[src/core/asp_map.svh]
/*
 * Register offsets, field positions, reset values and counts of the
 * asynchronous serial port.
 * Assumes an 8-bit register port with a 2-bit word address.
 */
`ifndef ASP_MAP_SVH
`define ASP_MAP_SVH

// register offsets
`define ASP_ADDR_CTRL       2'h0
`define ASP_ADDR_DATA       2'h1
`define ASP_ADDR_CFG        2'h2
`define ASP_ADDR_RELOAD     2'h3

// control register fields
`define ASP_CTRL_MODE_HI    7
`define ASP_CTRL_MODE_LO    6
`define ASP_CTRL_FILTER     5
`define ASP_CTRL_REN        4
`define ASP_CTRL_TX9        3
`define ASP_CTRL_RX9        2
`define ASP_CTRL_TI         1
`define ASP_CTRL_RI         0

// configuration register fields
`define ASP_CFG_DOUBLER     0
`define ASP_CFG_PRESCALE    1
`define ASP_CFG_RX_BUSY     6
`define ASP_CFG_TX_BUSY     7

// reset values
`define ASP_RST_BYTE        8'h00
`define ASP_RST_LINE        11'h7ff

// baud generation counts (last value of each counter)
`define ASP_PRE_SLOW_LAST   4'hb
`define ASP_PRE_FAST_LAST   4'h3
`define ASP_FIX_SLOW_LAST   2'h3
`define ASP_FIX_FAST_LAST   2'h1
`define ASP_TMR_MAX         8'hff

// sampling and framing counts
`define ASP_PHASE_LAST      4'hf
`define ASP_MID_FIRST       4'h7
`define ASP_MID_LAST        4'h9
`define ASP_DATA_LAST       3'h7
`define ASP_FRAME10_BITS    4'ha
`define ASP_FRAME11_BITS    4'hb
`define ASP_STOP_SLOT       4'h2

`endif

[src/core/asp_pkg.sv]
/*
 * Types of the asynchronous serial port.
 * Assumes nothing beyond a SystemVerilog compiler.
 */
package asp_pkg;

    // framing mode, in the order of the two mode select bits
    typedef enum logic [1:0] {
        ASP_MODE_SYNC,
        ASP_MODE_ASYNC10,
        ASP_MODE_ASYNC11_FIXED,
        ASP_MODE_ASYNC11_TIMER
    } asp_mode_t;

    // receiver progress through a frame
    typedef enum logic [2:0] {
        ASP_RX_IDLE,
        ASP_RX_START,
        ASP_RX_DATA,
        ASP_RX_NINTH,
        ASP_RX_STOP
    } asp_rx_state_t;

endpackage

[src/core/asp_tick_if.sv]
/*
 * Sample tick and bit decision signals shared inside the serial port.
 * Assumes all members are driven on the rising edge of mclk.
 */
interface asp_tick_if;
    logic sampleTick;
    logic rxActive;
    logic lineIn;
    logic bitValid;
    logic bitValue;

    modport gen  (output sampleTick);
    modport smp  (input sampleTick, rxActive, lineIn,
                  output bitValid, bitValue);
    modport core (input sampleTick, bitValid, bitValue,
                  output rxActive, lineIn);
endinterface

[src/core/asp_baud_gen.sv]
/*
 * Sixteen-times oversampling tick for the serial port: timer driven in
 * modes 1 and 3, fixed system clock divide in mode 2.
 * Assumes configuration inputs are register outputs on mclk.
 */
`include "asp_map.svh"

module asp_baud_gen (
    // clock and reset
    input  wire logic             mclk,
    input  wire logic             sys_rst,
    // configuration
    input  asp_pkg::asp_mode_t    mode,
    input  wire logic             baudDoubler,
    input  wire logic             prescaleSel,
    input  wire logic [7:0]       reloadValue,
    // tick output
    asp_tick_if.gen               tick
);
    import asp_pkg::*;

    logic [3:0] preCnt_reg;
    logic [7:0] timer_reg;
    logic       ovfHalf_reg;
    logic [1:0] fixCnt_reg;

    // timer prescale and 8-bit auto-reload overflow
    wire [3:0] preLast  = prescaleSel ? `ASP_PRE_FAST_LAST
                                      : `ASP_PRE_SLOW_LAST;
    wire       preWrap  = (preCnt_reg == preLast);
    wire       timerOvf = preWrap && (timer_reg == `ASP_TMR_MAX);
    wire [1:0] fixLast  = baudDoubler ? `ASP_FIX_FAST_LAST
                                      : `ASP_FIX_SLOW_LAST;
    wire       fixWrap  = (fixCnt_reg == fixLast);
    wire       timerMode = (mode == ASP_MODE_ASYNC10)
                        || (mode == ASP_MODE_ASYNC11_TIMER);

    // every overflow when doubled, every second one otherwise
    wire timerTick = timerOvf && (baudDoubler || ovfHalf_reg);
    wire fixTick   = (mode == ASP_MODE_ASYNC11_FIXED) && fixWrap;
    assign tick.sampleTick = timerMode ? timerTick : fixTick;

    // next values
    wire [3:0] preCnt_next  = preWrap ? 4'h0 : preCnt_reg + 4'h1;
    wire [7:0] timer_next   = !preWrap ? timer_reg
                            : timerOvf ? reloadValue
                            : timer_reg + 8'h01;
    wire       ovfHalf_next = timerOvf ? !ovfHalf_reg : ovfHalf_reg;
    wire [1:0] fixCnt_next  = fixWrap ? 2'h0 : fixCnt_reg + 2'h1;

    // counters
    always_ff @(posedge mclk or posedge sys_rst) begin
        if (sys_rst) begin
            preCnt_reg  <= 4'h0;
            timer_reg   <= `ASP_RST_BYTE;
            ovfHalf_reg <= 1'b0;
            fixCnt_reg  <= 2'h0;
        end else begin
            preCnt_reg  <= preCnt_next;
            timer_reg   <= timer_next;
            ovfHalf_reg <= ovfHalf_next;
            fixCnt_reg  <= fixCnt_next;
        end
    end
endmodule

[src/core/asp_bit_sampler.sv]
/*
 * Receive bit decision: three samples around the middle of each bit
 * are voted, one decision per sixteen sample ticks.
 * Assumes the phase starts at the start-bit falling edge.
 */
`include "asp_map.svh"

module asp_bit_sampler (
    // clock and reset
    input  wire logic  mclk,
    input  wire logic  sys_rst,
    // ticks and decisions
    asp_tick_if.smp    tick
);
    import asp_pkg::*;

    logic [3:0] phase_reg;
    logic [1:0] window_reg;
    logic       bitValid_reg;
    logic       bitValue_reg;

    // two of three wins
    function automatic logic vote(input logic [2:0] s);
        vote = (s[0] & s[1]) | (s[1] & s[2]) | (s[0] & s[2]);
    endfunction

    wire midSample = tick.sampleTick && (phase_reg >= `ASP_MID_FIRST)
                  && (phase_reg <= `ASP_MID_LAST);
    wire decide    = tick.rxActive && tick.sampleTick
                  && (phase_reg == `ASP_MID_LAST);

    // next values
    wire [3:0] phase_next  = !tick.rxActive ? 4'h0
                           : tick.sampleTick ? phase_reg + 4'h1
                           : phase_reg;
    wire [1:0] window_next = midSample ? {window_reg[0], tick.lineIn}
                                       : window_reg;
    wire       value_next  = decide
                           ? vote({window_reg, tick.lineIn})
                           : bitValue_reg;

    assign tick.bitValid = bitValid_reg;
    assign tick.bitValue = bitValue_reg;

    // phase, window and decision
    always_ff @(posedge mclk or posedge sys_rst) begin
        if (sys_rst) begin
            phase_reg    <= 4'h0;
            window_reg   <= 2'h3;
            bitValid_reg <= 1'b0;
            bitValue_reg <= 1'b1;
        end else begin
            phase_reg    <= phase_next;
            window_reg   <= window_next;
            bitValid_reg <= decide;
            bitValue_reg <= value_next;
        end
    end
endmodule

[src/core/asp_serial_port.sv]
/*
 * Asynchronous full-duplex serial port, modes 1 to 3, with
 * multiprocessor address filtering and its register port.
 * Assumes the register port and the line input are synchronous to mclk;
 * mode 0 is not built and leaves both directions idle.
 */
// How it works
// - mode 1 frame: start, eight data bits LSB first, stop; ten bits.
// - mode 1 acceptance stores the stop bit in received_ninth_bit.
// - modes 1, 3: timer 1 overflow clocks divider of 32, or 16 doubled.
// - timer reload: rate = 2^doubler/32 * clk / (prescale*(256-reload)).
// - mode 1 buffer write sends start, data LSB first, stop on output.
// - with receive enabled, a falling input edge begins a frame.
// - input sampled sixteen times per bit; middle three samples voted.
// - start bit voted nonzero abandons the frame and waits again.
// - mode 1 accepts if flag clear and, filtering, stop bit is one.
// - acceptance loads byte, stores stop bit, sets receive flag.
// - modes 2, 3 frame: start, eight data, ninth bit, stop; eleven.
// - mode 2 rate is clock over 64, or over 32 when doubled.
// - mode 2 sends ninth bit before stop; transmit flag at stop bit.
// - mode 2 filtering accepts only with ninth and stop bits both one.
// - mode 3 equals mode 2 except rate comes from timer divider.
// - modes 2, 3 filtering: receive flag set only for ninth bit one.
// - mode bits: 00 sync, 01 ten-bit, 10 and 11 eleven-bit.
// - hardware never clears receive or transmit flag; software does.
`include "asp_map.svh"

module asp_serial_port (
    // clock and reset
    input  wire logic        mclk,
    input  wire logic        sys_rst,
    // register port
    input  wire logic [1:0]  regAddr,
    input  wire logic [7:0]  regWrData,
    input  wire logic        regWrite,
    input  wire logic        regRead,
    output logic      [7:0]  regRdData,
    // serial line
    input  wire logic        lineInputPin,
    output logic             lineOutputPin
);
    import asp_pkg::*;

    ////////////////////////////////////////////////////////////////////
    // registers

    asp_mode_t     mode;
    logic [1:0]    modeSelect_reg;
    logic          addressFilterEnable_reg;
    logic          receiveEnable_reg;
    logic          transmitNinthBit_reg;
    logic          receivedNinthBit_reg;
    logic          transmitFlag_reg;
    logic          receiveFlag_reg;
    logic          baudDoubler_reg;
    logic          timerPrescaleSelect_reg;
    logic [7:0]    timerReloadValue_reg;
    logic [7:0]    rxBuffer_reg;
    logic [7:0]    rdData_reg;

    // transmitter
    logic [10:0]   txShift_reg;
    logic [3:0]    txCount_reg;
    logic [3:0]    txPhase_reg;

    // receiver
    asp_rx_state_t rxState_reg;
    logic [2:0]    rxBitCnt_reg;
    logic [7:0]    rxShift_reg;
    logic          rxNinth_reg;
    logic          lineInPrev_reg;

    ////////////////////////////////////////////////////////////////////
    // submodules

    asp_tick_if tick ();

    asp_baud_gen u_baud (
        .mclk        (mclk),
        .sys_rst     (sys_rst),
        .mode        (mode),
        .baudDoubler (baudDoubler_reg),
        .prescaleSel (timerPrescaleSelect_reg),
        .reloadValue (timerReloadValue_reg),
        .tick        (tick.gen)
    );

    asp_bit_sampler u_sampler (
        .mclk    (mclk),
        .sys_rst (sys_rst),
        .tick    (tick.smp)
    );

    ////////////////////////////////////////////////////////////////////
    // mode decode and register access strobes

    assign mode = asp_mode_t'(modeSelect_reg);

    wire asyncMode = (mode != ASP_MODE_SYNC);
    wire frame11   = (mode == ASP_MODE_ASYNC11_FIXED)
                  || (mode == ASP_MODE_ASYNC11_TIMER);

    wire ctrlWrite   = regWrite && (regAddr == `ASP_ADDR_CTRL);
    wire dataWrite   = regWrite && (regAddr == `ASP_ADDR_DATA);
    wire cfgWrite    = regWrite && (regAddr == `ASP_ADDR_CFG);
    wire reloadWrite = regWrite && (regAddr == `ASP_ADDR_RELOAD);

    ////////////////////////////////////////////////////////////////////
    // transmitter

    // a buffer write while a frame is in flight is dropped
    wire txBusy    = (txCount_reg != 4'h0);
    wire txStart   = dataWrite && asyncMode && !txBusy;
    wire txBitEnd  = txBusy && tick.sampleTick
                  && (txPhase_reg == `ASP_PHASE_LAST);

    // ninth slot holds the stop level in ten-bit frames
    wire       txNinth = frame11 ? transmitNinthBit_reg : 1'b1;
    wire [3:0] txBits  = frame11 ? `ASP_FRAME11_BITS
                                 : `ASP_FRAME10_BITS;

    // stop bit reaches the line at this bit boundary
    wire txStopOut = txBitEnd && (txCount_reg == `ASP_STOP_SLOT);

    // frame shifts out LSB first, ones fill behind it
    wire [10:0] txShift_next =
        txStart  ? {1'b1, txNinth, regWrData, 1'b0}
      : txBitEnd ? {1'b1, txShift_reg[10:1]}
      : txShift_reg;

    wire [3:0] txCount_next = txStart  ? txBits
                            : txBitEnd ? txCount_reg - 4'h1
                            : txCount_reg;

    wire [3:0] txPhase_next = txStart ? 4'h0
                            : (txBusy && tick.sampleTick)
                            ? txPhase_reg + 4'h1
                            : txPhase_reg;

    // line output straight from the shift register
    assign lineOutputPin = txShift_reg[0];

    always_ff @(posedge mclk or posedge sys_rst) begin
        if (sys_rst) begin
            txShift_reg <= `ASP_RST_LINE;
            txCount_reg <= 4'h0;
            txPhase_reg <= 4'h0;
        end else begin
            txShift_reg <= txShift_next;
            txCount_reg <= txCount_next;
            txPhase_reg <= txPhase_next;
        end
    end

    ////////////////////////////////////////////////////////////////////
    // receiver

    // falling edge of the line while waiting
    wire rxEdge   = lineInPrev_reg && !lineInputPin;
    wire rxAllow  = receiveEnable_reg && asyncMode;
    wire rxBusy   = (rxState_reg != ASP_RX_IDLE);
    wire bitValid = tick.bitValid;
    wire bitValue = tick.bitValue;

    assign tick.rxActive = rxBusy;
    assign tick.lineIn   = lineInputPin;

    // stop bit decision and acceptance test
    wire stopDecide = (rxState_reg == ASP_RX_STOP) && bitValid;
    wire filterPass = frame11 ? (rxNinth_reg && bitValue)
                              : bitValue;
    wire rxAccept   = stopDecide && !receiveFlag_reg
                   && (!addressFilterEnable_reg || filterPass);

    // ninth bit in eleven-bit frames, stop bit in ten-bit frames
    wire rxNinthValue = frame11 ? rxNinth_reg
                                : bitValue;

    // frame sequencing
    asp_rx_state_t rxState_next;
    always_comb begin
        rxState_next = rxState_reg;
        case (rxState_reg)
            ASP_RX_IDLE: begin
                if (rxAllow && rxEdge) begin
                    rxState_next = ASP_RX_START;
                end
            end
            ASP_RX_START: begin
                if (bitValid) begin
                    rxState_next = bitValue ? ASP_RX_IDLE
                                            : ASP_RX_DATA;
                end
            end
            ASP_RX_DATA: begin
                if (bitValid && (rxBitCnt_reg == `ASP_DATA_LAST)) begin
                    rxState_next = frame11 ? ASP_RX_NINTH
                                           : ASP_RX_STOP;
                end
            end
            ASP_RX_NINTH: begin
                if (bitValid) begin
                    rxState_next = ASP_RX_STOP;
                end
            end
            ASP_RX_STOP: begin
                if (bitValid) begin
                    rxState_next = ASP_RX_IDLE;
                end
            end
            default: begin
                rxState_next = ASP_RX_IDLE;
            end
        endcase
        // disabling reception drops a frame in progress
        if (!rxAllow) begin
            rxState_next = ASP_RX_IDLE;
        end
    end

    // data bits arrive LSB first
    wire dataBit = (rxState_reg == ASP_RX_DATA) && bitValid;
    wire [7:0] rxShift_next  = dataBit
                             ? {bitValue, rxShift_reg[7:1]}
                             : rxShift_reg;
    wire [2:0] rxBitCnt_next = (rxState_reg == ASP_RX_START) ? 3'h0
                             : dataBit ? rxBitCnt_reg + 3'h1
                             : rxBitCnt_reg;
    wire       rxNinth_next  = ((rxState_reg == ASP_RX_NINTH)
                             && bitValid) ? bitValue : rxNinth_reg;

    always_ff @(posedge mclk or posedge sys_rst) begin
        if (sys_rst) begin
            rxState_reg    <= ASP_RX_IDLE;
            rxBitCnt_reg   <= 3'h0;
            rxShift_reg    <= `ASP_RST_BYTE;
            rxNinth_reg    <= 1'b0;
            lineInPrev_reg <= 1'b1;
        end else begin
            rxState_reg    <= rxState_next;
            rxBitCnt_reg   <= rxBitCnt_next;
            rxShift_reg    <= rxShift_next;
            rxNinth_reg    <= rxNinth_next;
            lineInPrev_reg <= lineInputPin;
        end
    end

    ////////////////////////////////////////////////////////////////////
    // control and status flags

    // hardware set wins over a software write in the same cycle
    wire receiveFlag_next  = rxAccept ? 1'b1
                           : ctrlWrite ? regWrData[`ASP_CTRL_RI]
                           : receiveFlag_reg;
    wire transmitFlag_next = txStopOut ? 1'b1
                           : ctrlWrite ? regWrData[`ASP_CTRL_TI]
                           : transmitFlag_reg;
    wire rxNinthBit_next   = rxAccept ? rxNinthValue
                           : ctrlWrite ? regWrData[`ASP_CTRL_RX9]
                           : receivedNinthBit_reg;

    // received byte kept only on acceptance
    wire [7:0] rxBuffer_next = rxAccept ? rxShift_reg
                                        : rxBuffer_reg;

    always_ff @(posedge mclk or posedge sys_rst) begin
        if (sys_rst) begin
            receiveFlag_reg      <= 1'b0;
            transmitFlag_reg     <= 1'b0;
            receivedNinthBit_reg <= 1'b0;
            rxBuffer_reg         <= `ASP_RST_BYTE;
        end else begin
            receiveFlag_reg      <= receiveFlag_next;
            transmitFlag_reg     <= transmitFlag_next;
            receivedNinthBit_reg <= rxNinthBit_next;
            rxBuffer_reg         <= rxBuffer_next;
        end
    end

    // plain software settings
    always_ff @(posedge mclk or posedge sys_rst) begin
        if (sys_rst) begin
            modeSelect_reg          <= 2'h0;
            addressFilterEnable_reg <= 1'b0;
            receiveEnable_reg       <= 1'b0;
            transmitNinthBit_reg    <= 1'b0;
            baudDoubler_reg         <= 1'b0;
            timerPrescaleSelect_reg <= 1'b0;
            timerReloadValue_reg    <= `ASP_RST_BYTE;
        end else begin
            if (ctrlWrite) begin
                modeSelect_reg <= {regWrData[`ASP_CTRL_MODE_HI],
                                   regWrData[`ASP_CTRL_MODE_LO]};
                addressFilterEnable_reg <= regWrData[`ASP_CTRL_FILTER];
                receiveEnable_reg       <= regWrData[`ASP_CTRL_REN];
                transmitNinthBit_reg    <= regWrData[`ASP_CTRL_TX9];
            end
            if (cfgWrite) begin
                baudDoubler_reg         <= regWrData[`ASP_CFG_DOUBLER];
                timerPrescaleSelect_reg <= regWrData[`ASP_CFG_PRESCALE];
            end
            if (reloadWrite) begin
                timerReloadValue_reg <= regWrData;
            end
        end
    end

    ////////////////////////////////////////////////////////////////////
    // read path

    // register words as software sees them
    logic [7:0] ctrlWord;
    logic [7:0] cfgWord;
    always_comb begin
        ctrlWord = `ASP_RST_BYTE;
        ctrlWord[`ASP_CTRL_MODE_HI] = modeSelect_reg[1];
        ctrlWord[`ASP_CTRL_MODE_LO] = modeSelect_reg[0];
        ctrlWord[`ASP_CTRL_FILTER]  = addressFilterEnable_reg;
        ctrlWord[`ASP_CTRL_REN]     = receiveEnable_reg;
        ctrlWord[`ASP_CTRL_TX9]     = transmitNinthBit_reg;
        ctrlWord[`ASP_CTRL_RX9]     = receivedNinthBit_reg;
        ctrlWord[`ASP_CTRL_TI]      = transmitFlag_reg;
        ctrlWord[`ASP_CTRL_RI]      = receiveFlag_reg;
        cfgWord = `ASP_RST_BYTE;
        cfgWord[`ASP_CFG_DOUBLER]   = baudDoubler_reg;
        cfgWord[`ASP_CFG_PRESCALE]  = timerPrescaleSelect_reg;
        cfgWord[`ASP_CFG_RX_BUSY]   = rxBusy;
        cfgWord[`ASP_CFG_TX_BUSY]   = txBusy;
    end

    // address select for the read word
    wire [7:0] readSel =
        (regAddr == `ASP_ADDR_CTRL) ? ctrlWord
      : (regAddr == `ASP_ADDR_DATA) ? rxBuffer_reg
      : (regAddr == `ASP_ADDR_CFG)  ? cfgWord
      : timerReloadValue_reg;

    // read data stands only in the cycle after the strobe
    wire [7:0] rdData_next = regRead ? readSel : `ASP_RST_BYTE;
    assign regRdData = rdData_reg;

    always_ff @(posedge mclk or posedge sys_rst) begin
        if (sys_rst) begin
            rdData_reg <= `ASP_RST_BYTE;
        end else begin
            rdData_reg <= rdData_next;
        end
    end
endmodule

[config.mk]
export PLATFORM = sky130hd
export DESIGN_NAME = asp_serial_port
export DESIGN_NICKNAME = d
export VERILOG_FILES = /design/src/core/asp_pkg.sv /design/src/core/asp_tick_if.sv /design/src/core/asp_baud_gen.sv /design/src/core/asp_bit_sampler.sv /design/src/core/asp_serial_port.sv
export VERILOG_INCLUDE_DIRS = /design/src /design/src/core
export SDC_FILE = /design/constraint.sdc
export NUM_CORES = 1
export LEC_CHECK = 0
export BUFFER_PORTS_ARGS = -buffer_cell sky130_fd_sc_hd__buf_2
export CAP_MARGIN = 5
export CORE_MARGIN = 4
export CORE_UTILIZATION = 52
export CTS_CLUSTER_DIAMETER = 150
export CTS_CLUSTER_SIZE = 30
export DETAILED_ROUTE_END_ITERATION = 10
export GPL_ROUTABILITY_DRIVEN = 0
export MAX_ROUTING_LAYER = met4
export PLACE_DENSITY = 0.7
export SLEW_MARGIN = 30
export SYNTH_ARGS = -nofsm -noshare
export SYNTH_HDL_FRONTEND = slang
export SYNTH_SLANG_ARGS = --single-unit
[constraint.sdc]
create_clock -name mclk -period 4.2 [get_ports mclk]
set_input_delay 0.84 -clock mclk [delete_from_list [all_inputs] [get_ports mclk]]
set_output_delay 0.84 -clock mclk [all_outputs]
set_load 0.1 [all_outputs]
==> out/results.txt <==
Mapped Cells: 381
post-route setup TNS: 0 ns
Slew headroom: 42.2%
Ant. Diodes: 0
CP arrival: 2.98 ns
min-delay src: u_baud.fixCnt_reg[0]
Pre-antenna DRT Iters: 4
synth unique cells: 57
top_reg_cell synth: dfrtp_1
hold path depth: 1
Post-CTS Resized: 0
maxcap violations: 0
Clock Tree Buf Depth: 2
FF/Latch Area: 2290 um2
startpoint types: flip-flop
final hold vios: 0
Worst Path Buf+Inv: 1
worst reg2reg path depth: 6
GRT busiest layer: met2
max FFs per register: 10
DRC violation count after routing: 0
vias in the first global route: 3084
number of cell rows: 33
detailed placement HPWL: 6460 um
Multi-input gate area: 1980 um2
CTS tree: built
Ys Warns: 0
layout cells sized above 1: 27.3%
Clock Sinks: 91
CP required: 4.44 ns
vias: 2983
pin count of the biggest net entering global routing: 63
HP Class: reg2reg
WP depth: 6
fmax: 365 MHz
VDD IR max: 0.359 mV
Fillers: 687
met3 Usage GRT: 2.92%
critical path type: reg2reg
mapped cell area: 4410 um2
crit-path max FO: 16
setup repair bufs after CTS: 0
Final min period: 2.74 ns
final setup vio count: 0
register bit total from synthesis: 91
met1 Usage GRT: 28.2%
Slew Limit Fails: 0
M2 GR Usage: 31.7%
CP max stage cell: nor4_4
die height: 100 um
Num CTS Buffers: 9
top cells by area, synth: dfrtp_1 (44%), mux2_2 (9.2%), dfstp_2 (8.3%), ha_1 (2.8%), mux2i_1 (2.7%)
nets: 427
Finished Cell Area: 4780 um2
outcome: complete, no violations
RSZ-0062 raised after global routing: no
DRT iter0 DRCs: 209
hold_buf cts: 0
area of the core: 8220 um2
Post-synth EDFFs: 0
commonest non-fill, non-tap cell in the layout: dfrtp_1
GR Util All Layers: 20.6%
GR Overflow Total: 0
Core Util, Final: 58.2%
via/cell ratio: 5.83
worst-margin pin slew: 0.861 ns
initial antenna violation count: 0
WL/cell: 17.6 um
placed cell area: 4580 um2
first-pass GRT wire length: 15700 um
CP top delay family: simple AND/OR/NAND/NOR gates
Worst setup startpoint: txCount_reg[0]
Reg clk slew, reported paths: 0.09 ns
PD cells: 468 nW/um2
worst r2r src: txCount_reg[0]
Root Buffer: clkbuf_8
area leader, netlist: dfrtp_1
syn_area_per_cell: 11.6 um2
CP endpoint kind: flip-flop
Crit path largest cell delay: 0.83 ns
most frequent cells in the layout: dfrtp_1 (77), mux2_2 (36), nand2_1 (27)
Max H-tree Level: 3
syn nets: 406
I/O pin cnt: 24
Die Area: 10000 um2
cells along the critical path: inv_1, ha_1, or3b_1, nor4_4, a21oi_2, a221o_1
Routed WL: 9020 um
top cell type's share of synthesized area: 43.7%
fin crit share: 65.1%
hold_ws: 0.448 ns
post-synthesis sequential area ratio: 52.1%
area growth from synthesis to layout: 8.43%
Die W: 100 um
Async S/R FF share, synth: 100%
Clock Skew: 0.0149 ns
Initial Util: 53.6%
PortBufs: 23
Antenna Nets Post-Route: 0
later-pin clock latency in the skew report: 0.36 ns
Leak: 2.19 nW
==> layout make-up <==
class	count	area share, %
Multi-Input combinational cell	263	41.4
Sequential cell	91	48.0
Timing Repair Buffer	25	2.72
Clock buffer	10	2.67
Clock inverter	6	1.39
Inverter	12	1.05
Tap cell	105	2.75
==> layer usage <==
metal	up-vias	wire, um
met2	69	4420
met3	13	342
met4	0	136
met1	1484	4130
met5	-	0
li1	1417	-
==> logic make-up (layout without fill, tap and decap cells) <==
logic type,count (synthesis),after routing,synth area share [%]
adders and majority gates,11,11,3.07
buffers and inverters,27,53,3.04
muxes,52,52,14.0
AOI/OAI and AO/OA,73,73,11.0
xor gates and xnor gates,7,7,1.56
and+or+nand+nor,120,120,15.3
DFF,91,91,52.1
==> worst register-to-register path: cells and delay by family, from the launching register on <==
| family | cells | cell delay, ns |
|---|---|---|
| fa+ha+maj | 1 | 0.18 |
| simple gates | 2 | 1.38 |
| flops | 1 | 0.42 |
| buf+inv | 1 | 0.10 |
| compound gates | 2 | 0.55 |
==> stage by stage <==
stage          power, W  setup slack, ns  instances
2_1_floorplan   0.00154             1.02        381
3_3_place_gp    0.00165             1.59        496
3_5_place_dp    0.00167             1.52        496
4_1_cts         0.00226             1.50        512
5_1_grt         0.00237             1.27        512
6_report        0.00224             1.46        512
==> final timing paths <==
path	endpoint	slack, ns
max in group asynchronous	txShift_reg[8]	2.96
max reg2reg	txCount_reg[0]	1.46
min in group asynchronous	rxBitCnt_reg[1]	0.52
min reg2reg	u_baud.fixCnt_reg[0]	0.45
max	txCount_reg[0]	1.46
min	u_baud.fixCnt_reg[0]	0.45
==> cells in the mapped netlist (4+ instances only) <==
master	number
a21oi_1	20
a32oi_1	4
mux2_2	36
o21ai_0	23
inv_1	11
ha_1	10
dfrtp_1	77
nand2_1	27
dfstp_2	14
nand2b_1	4
nor2_1	20
buf_2	4
nand3_1	19
a21o_1	6
mux4_2	4
nand4b_1	4
and3_1	4
clkbuf_1	8
a32o_1	5
and2_1	9
nor3_1	6
mux2i_1	12
==> power breakdown <==
| group | internal (W) | total, W | switching (W) |
|---|---|---|---|
| clock | 0.000275 | 0.000585 | 0.000310 |
| sequential | 0.00103 | 0.00117 | 0.000133 |
| combinational | 0.000193 | 0.000485 | 0.000292 |
| total | 0.00150 | 0.00224 | 0.000735 |
No activity file was read; power rests on OpenSTA's default activity.
